[src/hdl/sram_ctrl_pkg.sv]
// Purpose: shared constants and types of the burst / mode / sleep control block
// Assumes: one 20 MHz clock, active-low asynchronous reset
// Notes:   data lane is 9 bits, top bit of each lane is the parity bit
package sram_ctrl_pkg;

  // -----------------------------------------------------------------
  // widths
  // -----------------------------------------------------------------
  localparam int LANES   = 4;              // byte lanes on the data bus
  localparam int LANE_W  = 9;              // 8 data bits plus one parity bit
  localparam int DATA_W  = LANES * LANE_W; // full data bus width
  localparam int ADDR_W  = 18;             // default word address width
  localparam int BURST_W = 2;              // burst counter width

  // -----------------------------------------------------------------
  // reset values and counter steps
  // -----------------------------------------------------------------
  localparam logic [BURST_W-1:0] COUNT_RST = 2'h0; // counter after load or reset
  localparam logic [BURST_W-1:0] COUNT_ONE = 2'h1; // counter step per advance
  localparam int SLEEP_ENTRY_CYCLES = 2;           // edges from request to sleep

  // -----------------------------------------------------------------
  // kind of burst in progress, decides what a continue cycle does
  // -----------------------------------------------------------------
  typedef enum logic [1:0] {
    KIND_NONE,
    KIND_READ,
    KIND_WRITE
  } burst_kind_t;

endpackage

[src/hdl/burst_if.sv]
// Purpose: carries load/advance and the low address bits to the burst counter
// Assumes: all members change on the one block clock
// Notes:   the user side gates load and step with the clock enable
`timescale 1ns/1ps
interface burst_if import sram_ctrl_pkg::*; ();
  logic               load;     // take the external low bits as burst start
  logic               step;     // advance the counter this edge
  logic               order;    // high: interleaved, low: linear
  logic [BURST_W-1:0] ext_low;  // low address bits from the pins
  logic [BURST_W-1:0] low_addr; // low bits of this cycle's access
  logic [BURST_W-1:0] count;    // current step count
  modport gen  (input load, step, order, ext_low, output low_addr, count);
  modport user (output load, step, order, ext_low, input low_addr, count);
endinterface

[src/hdl/burst_addr_gen.sv]
// Purpose: two-bit burst counter giving linear or interleaved low address bits
// Assumes: load and step already qualified by clock enable and sleep
// Notes:   the low address is combinational so the access uses it this edge
`timescale 1ns/1ps
module burst_addr_gen import sram_ctrl_pkg::*; (
  input wire logic i_ref_clk,
  input wire logic i_rst_n,
  burst_if.gen     bif
);

  logic [BURST_W-1:0] count_q; // steps taken since the load
  logic [BURST_W-1:0] count_d;
  logic [BURST_W-1:0] base_q;  // loaded low bits
  logic [BURST_W-1:0] base_d;

  // -----------------------------------------------------------------
  // next counter state and access address
  // -----------------------------------------------------------------
  always_comb begin
    count_d = count_q;
    base_d  = base_q;
    if (bif.load) begin
      base_d  = bif.ext_low;
      count_d = COUNT_RST;
    end else if (bif.step) begin
      count_d = count_q + COUNT_ONE; // natural wrap after four
    end
    // interleave xors the step into the start, linear adds it
    bif.low_addr = bif.order ? (base_d ^ count_d) : (base_d + count_d);
  end

  assign bif.count = count_q;

  // -----------------------------------------------------------------
  // registers
  // -----------------------------------------------------------------
  always_ff @(posedge i_ref_clk or negedge i_rst_n) begin
    if (!i_rst_n) begin
      count_q <= COUNT_RST;
      base_q  <= COUNT_RST;
    end else begin
      count_q <= count_d;
      base_q  <= base_d;
    end
  end
endmodule

[src/hdl/sleep_ctrl.sv]
// Purpose: two-edge sleep entry and exit from the sleep request pin
// Assumes: request is sampled as a synchronous input
// Notes:   stage one is a plain delay, the top reads it to go quiet on time
`timescale 1ns/1ps
module sleep_ctrl import sram_ctrl_pkg::*; (
  input  wire logic i_ref_clk,
  input  wire logic i_rst_n,
  input  wire logic i_clk_en,
  input  wire logic i_sleep_request,
  output logic      o_sleep_pending,
  output logic      o_sleep_active
);

  logic seen_d;  // next value of the first stage
  logic sleep_d; // next value of the sleep flag

  // -----------------------------------------------------------------
  // two stage delay, frozen with the rest of the block
  // -----------------------------------------------------------------
  always_comb begin
    seen_d  = o_sleep_pending;
    sleep_d = o_sleep_active;
    if (i_clk_en) begin
      seen_d  = i_sleep_request; // active high, level held
      sleep_d = o_sleep_pending; // second edge enters sleep
    end
  end

  always_ff @(posedge i_ref_clk or negedge i_rst_n) begin
    if (!i_rst_n) begin
      o_sleep_pending <= 1'b0;
      o_sleep_active  <= 1'b0;
    end else begin
      o_sleep_pending <= seen_d;
      o_sleep_active  <= sleep_d;
    end
  end
endmodule

[src/hdl/sram_burst_sleep_mode_ctrl.sv]
// Purpose: burst address, mode pin and sleep control of a no-turnaround SRAM
// Assumes: mode pins static, all pins synchronous, core reads combinationally
// Notes:   core strobes are levels; the core must qualify them with i_clk_en
`timescale 1ns/1ps
module sram_burst_sleep_mode_ctrl import sram_ctrl_pkg::*; #(
  parameter int AW = ADDR_W, // word address width
  parameter int DW = DATA_W  // data width, lanes of nine bits
) (
  input  wire logic          i_ref_clk,
  input  wire logic          i_rst_n,
  input  wire logic          i_clk_en,
  input  wire logic [AW-1:0] i_addr,
  input  wire logic          i_advance_load_select,
  input  wire logic          i_write_n,
  input  wire logic [LANES-1:0] i_byte_we_n,
  input  wire logic          i_chip_en1_n,
  input  wire logic          i_chip_en2,
  input  wire logic          i_chip_en3_n,
  input  wire logic          i_burst_order_select,
  input  wire logic          i_flow_through_select,
  input  wire logic          i_sleep_request,
  input  wire logic          i_parity_lane_enable_n,
  input  wire logic [DW-1:0] i_dq,
  output logic      [DW-1:0] o_dq,
  output logic               o_dq_oe,
  output logic               o_dqp_oe,
  output logic      [AW-1:0] o_core_raddr,
  output logic               o_core_rd,
  input  wire logic [DW-1:0] i_core_rdata,
  output logic      [AW-1:0] o_core_waddr,
  output logic      [DW-1:0] o_core_wdata,
  output logic   [LANES-1:0] o_core_wbe,
  output logic               o_core_we,
  output logic               o_sleep_active
);

  // -----------------------------------------------------------------
  // sleep sequencing
  // -----------------------------------------------------------------
  logic sleep_pending; // request seen one edge ago
  logic hold;          // freeze state and keep the pins quiet
  logic go;            // this edge may change state

  sleep_ctrl u_sleep (
    .i_ref_clk       (i_ref_clk),
    .i_rst_n         (i_rst_n),
    .i_clk_en        (i_clk_en),
    .i_sleep_request (i_sleep_request),
    .o_sleep_pending (sleep_pending),
    .o_sleep_active  (o_sleep_active)
  );

  // entering and leaving both take two edges; the controller must have
  // drained its work first because a frozen pipeline never completes it
  assign hold = sleep_pending | o_sleep_active;
  assign go   = i_clk_en & ~hold;

  // -----------------------------------------------------------------
  // mode pins
  // -----------------------------------------------------------------
  logic ft_mode;   // flow-through output path
  logic parity_on; // parity lanes in use

  // pull-up on the flow-through select and pull-down on the parity enable
  // sit outside; here only the levels matter
  assign ft_mode   = ~i_flow_through_select;
  assign parity_on = ~i_parity_lane_enable_n;

  // -----------------------------------------------------------------
  // burst counter
  // -----------------------------------------------------------------
  burst_if bif ();
  burst_kind_t kind_q; // burst kind in progress
  burst_kind_t kind_d;

  assign bif.load    = go & ~i_advance_load_select;
  // a deselect continue is no burst cycle and leaves the counter alone
  assign bif.step    = go & i_advance_load_select & (kind_q != KIND_NONE);
  assign bif.order   = i_burst_order_select;
  assign bif.ext_low = i_addr[BURST_W-1:0];

  burst_addr_gen u_burst (
    .i_ref_clk (i_ref_clk),
    .i_rst_n   (i_rst_n),
    .bif       (bif)
  );

  // -----------------------------------------------------------------
  // command decode
  // -----------------------------------------------------------------
  logic               selected;   // all three chip enables active
  logic [AW-1:BURST_W] upper_q;   // upper address of the burst
  logic [AW-1:BURST_W] upper_d;
  logic [AW-1:0]      acc_addr;   // address of this edge's access
  logic               rd_cmd;     // read taken this edge
  logic               wr_cmd;     // write taken this edge
  logic [LANES-1:0]   be_cmd;     // byte enables of that write

  assign selected = ~i_chip_en1_n & i_chip_en2 & ~i_chip_en3_n;

  always_comb begin
    kind_d  = kind_q;
    upper_d = upper_q;
    rd_cmd  = 1'b0;
    wr_cmd  = 1'b0;
    be_cmd  = '0;
    if (go && !i_advance_load_select) begin
      // begin cycle: new address, kind from the command pins
      upper_d = i_addr[AW-1:BURST_W];
      if (!selected) begin
        kind_d = KIND_NONE; // deselect
      end else if (i_write_n) begin
        kind_d = KIND_READ;
        rd_cmd = 1'b1;
      end else begin
        kind_d = KIND_WRITE;
        wr_cmd = 1'b1;
        be_cmd = ~i_byte_we_n;
      end
    end else if (go) begin
      // continue cycle keeps the kind the burst started with
      unique case (kind_q)
        KIND_READ: begin
          rd_cmd = 1'b1;
        end
        KIND_WRITE: begin
          wr_cmd = 1'b1;
          be_cmd = ~i_byte_we_n; // all high is a write abort
        end
        KIND_NONE: begin
          rd_cmd = 1'b0;
        end
      endcase
    end
    // only the two low bits move during a burst
    acc_addr = {upper_d, bif.low_addr};
  end

  // -----------------------------------------------------------------
  // write and read pipelines
  // -----------------------------------------------------------------
  logic             wr1_q, wr1_d;   // write one edge old
  logic             wr2_q, wr2_d;   // write two edges old
  logic [AW-1:0]    wa1_q, wa1_d;   // its address
  logic [AW-1:0]    wa2_q, wa2_d;
  logic [LANES-1:0] be1_q, be1_d;   // its byte enables
  logic [LANES-1:0] be2_q, be2_d;
  logic             rd2_q, rd2_d;   // read one edge behind the core strobe
  logic [DW-1:0]    rdat_q, rdat_d; // pipelined read data stage
  logic [AW-1:0]    raddr_d;
  logic             rd_d, we_d, oe_d, poe_d;
  logic [AW-1:0]    waddr_d;
  logic [DW-1:0]    wdata_d, dq_d, dq_src;
  logic [LANES-1:0] wbe_d;
  logic             wcap;           // write data is on the pins now

  always_comb begin
    wr1_d   = wr1_q;
    wr2_d   = wr2_q;
    wa1_d   = wa1_q;
    wa2_d   = wa2_q;
    be1_d   = be1_q;
    be2_d   = be2_q;
    rd2_d   = rd2_q;
    rdat_d  = rdat_q;
    raddr_d = o_core_raddr;
    rd_d    = o_core_rd;
    we_d    = o_core_we;
    oe_d    = o_dq_oe;
    poe_d   = o_dqp_oe;
    waddr_d = o_core_waddr;
    wdata_d = o_core_wdata;
    wbe_d   = o_core_wbe;
    dq_d    = o_dq;
    // flow-through takes write data one edge after the command,
    // pipelined two edges after
    wcap    = ft_mode ? wr1_q : wr2_q;
    // flow-through drives what the core returns now, pipelined what
    // it returned an edge ago
    dq_src  = ft_mode ? i_core_rdata : rdat_q;
    // parity bit of each lane is blanked while the lanes are off
    for (int i = 0; i < LANES; i++) begin
      if (!parity_on) begin
        dq_src[i*LANE_W+LANE_W-1] = 1'b0;
      end
    end
    if (i_clk_en && hold) begin
      // quiet the pins and core but keep every address and stage
      rd_d  = 1'b0;
      we_d  = 1'b0;
      oe_d  = 1'b0;
      poe_d = 1'b0;
    end else if (go) begin
      raddr_d = acc_addr;
      rd_d    = rd_cmd;
      wr1_d   = wr_cmd;
      wa1_d   = acc_addr;
      be1_d   = be_cmd;
      wr2_d   = wr1_q;
      wa2_d   = wa1_q;
      be2_d   = be1_q;
      rd2_d   = o_core_rd;
      rdat_d  = i_core_rdata;
      waddr_d = ft_mode ? wa1_q : wa2_q;
      wbe_d   = ft_mode ? be1_q : be2_q;
      we_d    = wcap & (|wbe_d); // abort writes nothing
      wdata_d = i_dq;
      for (int i = 0; i < LANES; i++) begin
        if (!parity_on) begin
          wdata_d[i*LANE_W+LANE_W-1] = 1'b0;
        end
      end
      dq_d  = dq_src;
      oe_d  = ft_mode ? o_core_rd : rd2_q;
      poe_d = oe_d & parity_on;
    end
  end

  // -----------------------------------------------------------------
  // registers; CKE low holds everything, so a stalled read stays driven
  // -----------------------------------------------------------------
  always_ff @(posedge i_ref_clk or negedge i_rst_n) begin
    if (!i_rst_n) begin
      kind_q       <= KIND_NONE;
      upper_q      <= '0;
      wr1_q        <= 1'b0;
      wr2_q        <= 1'b0;
      wa1_q        <= '0;
      wa2_q        <= '0;
      be1_q        <= '0;
      be2_q        <= '0;
      rd2_q        <= 1'b0;
      rdat_q       <= '0;
      o_core_raddr <= '0;
      o_core_rd    <= 1'b0;
      o_core_we    <= 1'b0;
      o_core_waddr <= '0;
      o_core_wdata <= '0;
      o_core_wbe   <= '0;
      o_dq         <= '0;
      o_dq_oe      <= 1'b0;
      o_dqp_oe     <= 1'b0;
    end else begin
      kind_q       <= kind_d;
      upper_q      <= upper_d;
      wr1_q        <= wr1_d;
      wr2_q        <= wr2_d;
      wa1_q        <= wa1_d;
      wa2_q        <= wa2_d;
      be1_q        <= be1_d;
      be2_q        <= be2_d;
      rd2_q        <= rd2_d;
      rdat_q       <= rdat_d;
      o_core_raddr <= raddr_d;
      o_core_rd    <= rd_d;
      o_core_we    <= we_d;
      o_core_waddr <= waddr_d;
      o_core_wdata <= wdata_d;
      o_core_wbe   <= wbe_d;
      o_dq         <= dq_d;
      o_dq_oe      <= oe_d;
      o_dqp_oe     <= poe_d;
    end
  end
endmodule

[config.mk]
export PLATFORM = sky130hd
export DESIGN_NAME = sram_burst_sleep_mode_ctrl
export DESIGN_NICKNAME = d
export VERILOG_FILES = /design/src/hdl/sram_ctrl_pkg.sv /design/src/hdl/burst_if.sv /design/src/hdl/burst_addr_gen.sv /design/src/hdl/sleep_ctrl.sv /design/src/hdl/sram_burst_sleep_mode_ctrl.sv
export SDC_FILE = /design/constraint.sdc
export NUM_CORES = 1
export LEC_CHECK = 0
export BUFFER_PORTS_ARGS = -buffer_cell sky130_fd_sc_hd__buf_4
export CAP_MARGIN = 20
export CORE_MARGIN = 1
export CORE_UTILIZATION = 45
export CTS_CLUSTER_DIAMETER = 80
export DETAILED_ROUTE_END_ITERATION = 8
export PLACE_DENSITY = 0.77
export SLEW_MARGIN = 30
export SYNTH_ARGS = -nofsm -noshare
export SYNTH_HDL_FRONTEND = slang
export SYNTH_HIERARCHICAL = 1
export SYNTH_SLANG_ARGS = --single-unit
[constraint.sdc]
create_clock -name i_ref_clk -period 3.7 [get_ports i_ref_clk]
set_input_delay 0.74 -clock i_ref_clk [delete_from_list [all_inputs] [get_ports i_ref_clk]]
set_output_delay 0.74 -clock i_ref_clk [all_outputs]
set_load 0.05 [all_outputs]
==> run metrics <==
Worst Path Arrival=2.60 ns; # IOs=223; count of cell types in the netlist=38; final period utilization=0.586; vias in the first global route=6208; Clock Tree Buf Depth=3; Setup crit start kind=flip-flop; CTS root buf=clkbuf_16; hold buffers post-CTS=0; DR pass1 iterations=7; DRC Markers=1; vias per inst=4.99; CTS tree=done; CTS Buf Count=22; area added between synthesis and finish=28.6%; DRT Wirelength=19.6 mm; mapped cell area=0.00855 mm²; setup TNS=0 ns; R2R setup slack=1.53 ns; Max transition margin=0.476; GRT Residual Overflow=0; syn avg cell area=10.2 µm²; CP required=4.13 ns; gr usage total=0.203; H-Tree Level Count=1; fin crit period=2.17 ns; maxcap violations=0; ANT nets after route=0; Sink Count=205; first-pass GRT wire length=32.2 mm; worst skew pair latency=0.49 ns; Setup Skew=0.00560 ns; failing checks=DRC; fill count=1607; via count=6438; Iter 0 DRT Violations=376; hpwl dp=12.7 mm; area of the core=0.0186 mm²; PortBufs=222; final layout net count=1154; synthesized instance count=842; Slew Viols, Final=0; Critical Path Fanout Max=5; Worst Setup End Kind=flip-flop; Chip Height=140 µm; Placed Cells=1256; Hold Path Class=in -> async; post-synthesis sequential area ratio=0.600; largest net degree at the start of global routing=250; # diodes=0; Achievable Freq=0.461 GHz; fin util=0.590; RSZ-0062 raised after global routing=no; Reg clk slew, reported paths=0.06 ns; Worst R2R Start=u_sleep/o_sleep_active$_DFFE_PN0P_; # resized after CTS=0; R2R Path End=wa1_q[1]$_DFFE_PN0P_; status=finished, violations left; Yosys reg bits=205; syn_nets=949; Initial Util=0.459; WL/cell=15.2 µm; leakage=5.80 nW; area occupied by multi-input gates=0.00310 mm²; Slew @ Worst Pin=0.786 ns; FP Rows=50; Reg area=0.00513 mm²; die width=140 µm; Reg2Reg Depth=10; Routability Congestion=0.772; share of cells above drive strength 1=0.278; Final setup viols=0; critical path class=reg -> reg; setup bufs post-CTS=0; Die ar.=0.0196 mm²; Finished Layout Cells=1289; Peak VDD IR=377 µV; Synthesis Warnings=6; final hold vios=0; initial antenna violation count=0; total power divided by cell area=787 mW/mm²
## final cells by class
| type | count | area share |
|---|---|---|
| Inverter | 3 | 0.00102 |
| Timing Repair Buffer | 233 | 0.164 |
| Clock buffer | 32 | 0.0600 |
| Multi-Input combinational cell | 582 | 0.282 |
| Sequential cell | 205 | 0.467 |
| Tap cell | 234 | 0.0266 |
## layer usage
| layer | routed length, µm | GRT usage | vias to the layer above |
|---|---|---|---|
| met5 | 0 | 0 | - |
| met4 | 331 | 0.0544 | 0 |
| met2 | 9680 | 0.338 | 164 |
| li1 | - | - | 3140 |
| met1 | 8610 | 0.277 | 3106 |
| met3 | 966 | 0.0330 | 28 |
## power breakdown
group          leakage, nW  switching (mW)  internal [mW]
Sequential            2.59           0.443           2.95
Combinational         2.89            2.22           1.01
Clock                0.324           0.819           1.21
Total                 5.80            3.48           5.17
## sequential cells by signal, summed over array words and instances (netlist names), 2 cells and up
signal	cells
u_burst/bif.count	2
upper_q	16
o_core_waddr	18
wa2_q	18
o_dq	36
be1_q	4
wa1_q	18
o_core_wdata	36
rdat_q	36
u_burst/base_q	2
be2_q	4
o_core_wbe	4
kind_q	2
## Yosys cell counts (all sizes together)
| master | number | share of area |
|---|---|---|
| a211oi | 4 | 0.0035 |
| a21bo | 1 | 0.0012 |
| a21oi | 1 | 0.00058 |
| buf | 34 | 0.029 |
| clkbuf | 18 | 0.0079 |
| dfrtp | 205 | 0.60 |
| ha | 1 | 0.0015 |
| inv | 3 | 0.0013 |
| mux2 | 22 | 0.029 |
| mux2i | 74 | 0.087 |
| nand2 | 367 | 0.16 |
| nand2b | 1 | 0.00073 |
| nand3 | 2 | 0.0012 |
| nand3b | 5 | 0.0044 |
| nand4b | 1 | 0.0010 |
| nor2 | 8 | 0.0035 |
| nor2b | 1 | 0.00073 |
| nor3 | 1 | 0.00058 |
| nor3b | 2 | 0.0018 |
| nor4b | 1 | 0.0028 |
| o211ai | 1 | 0.00088 |
| o21ai | 74 | 0.043 |
| o221a | 1 | 0.0013 |
| o22ai | 2 | 0.0015 |
| o31ai | 5 | 0.0056 |
| or3b | 2 | 0.0020 |
| or4 | 1 | 0.00088 |
| or4b | 1 | 0.0012 |
| xnor2 | 3 | 0.0040 |
## how the worst max path moves through the flow
stage	endpoint	startpoint	cells after the start	slack, ns
6_report	wa1_q[1]$_DFFE_PN0P_	u_sleep/o_sleep_active$_DFFE_PN0P_	10	1.53
5_1_grt	wa1_q[1]$_DFFE_PN0P_	u_sleep/o_sleep_active$_DFFE_PN0P_	10	1.30
4_1_cts	wa1_q[1]$_DFFE_PN0P_	u_sleep/o_sleep_active$_DFFE_PN0P_	10	1.51
3_5_place_dp	wa1_q[1]$_DFFE_PN0P_	i_advance_load_select	10	1.05
3_3_place_gp	wa1_q[1]$_DFFE_PN0P_	i_advance_load_select	10	1.10
2_1_floorplan	wa1_q[1]$_DFFE_PN0P_	i_clk_en	14	0.94
## logic make-up after synthesis
| group | count (synthesis) | synth area share |
|---|---|---|
| simple gates | 393 | 0.182 |
| flops | 205 | 0.600 |
| mux | 96 | 0.116 |
| compound gates | 89 | 0.0578 |
| buf+inv | 55 | 0.0383 |
| xor+xnor | 3 | 0.00395 |
| fa+ha+maj | 1 | 0.00146 |
## cells in the final DEF (no fill, tap or decap), types with 5 or more instances in the layout
cell / n
clkbuf_8: 6
mux2_2: 21
o21ai_0: 73
nand2_1: 366
buf_4: 229
clkbuf_16: 23
nand3b_1: 5
dfrtp_1: 205
nor2_1: 8
mux2i_1: 74
## worst max-delay path, cell delays in order (launching register included)
cell,delay [ns]
dfrtp_1,0.46
or3b_4,0.44
nor2_1,0.23
xnor2_1,0.11
nor2_1,0.15
ha_1,0.15
nor2b_1,0.20
xnor2_2,0.13
xnor2_1,0.13
nand2_1,0.06
nand2_1,0.06
## stage by stage
stage          area, µm²  setup WS (ns)  total power [mW]  hold slack [ns]
2_1_floorplan       8550          0.937              5.57            0.440
3_3_place_gp       10300           1.10              6.59            0.451
3_5_place_dp       10300           1.05              6.67            0.458
4_1_cts            11000           1.51              8.73            0.348
5_1_grt            11000           1.30              9.09            0.367
6_report           11000           1.53              8.65            0.302
No activity file was read; power rests on OpenSTA's default activity.
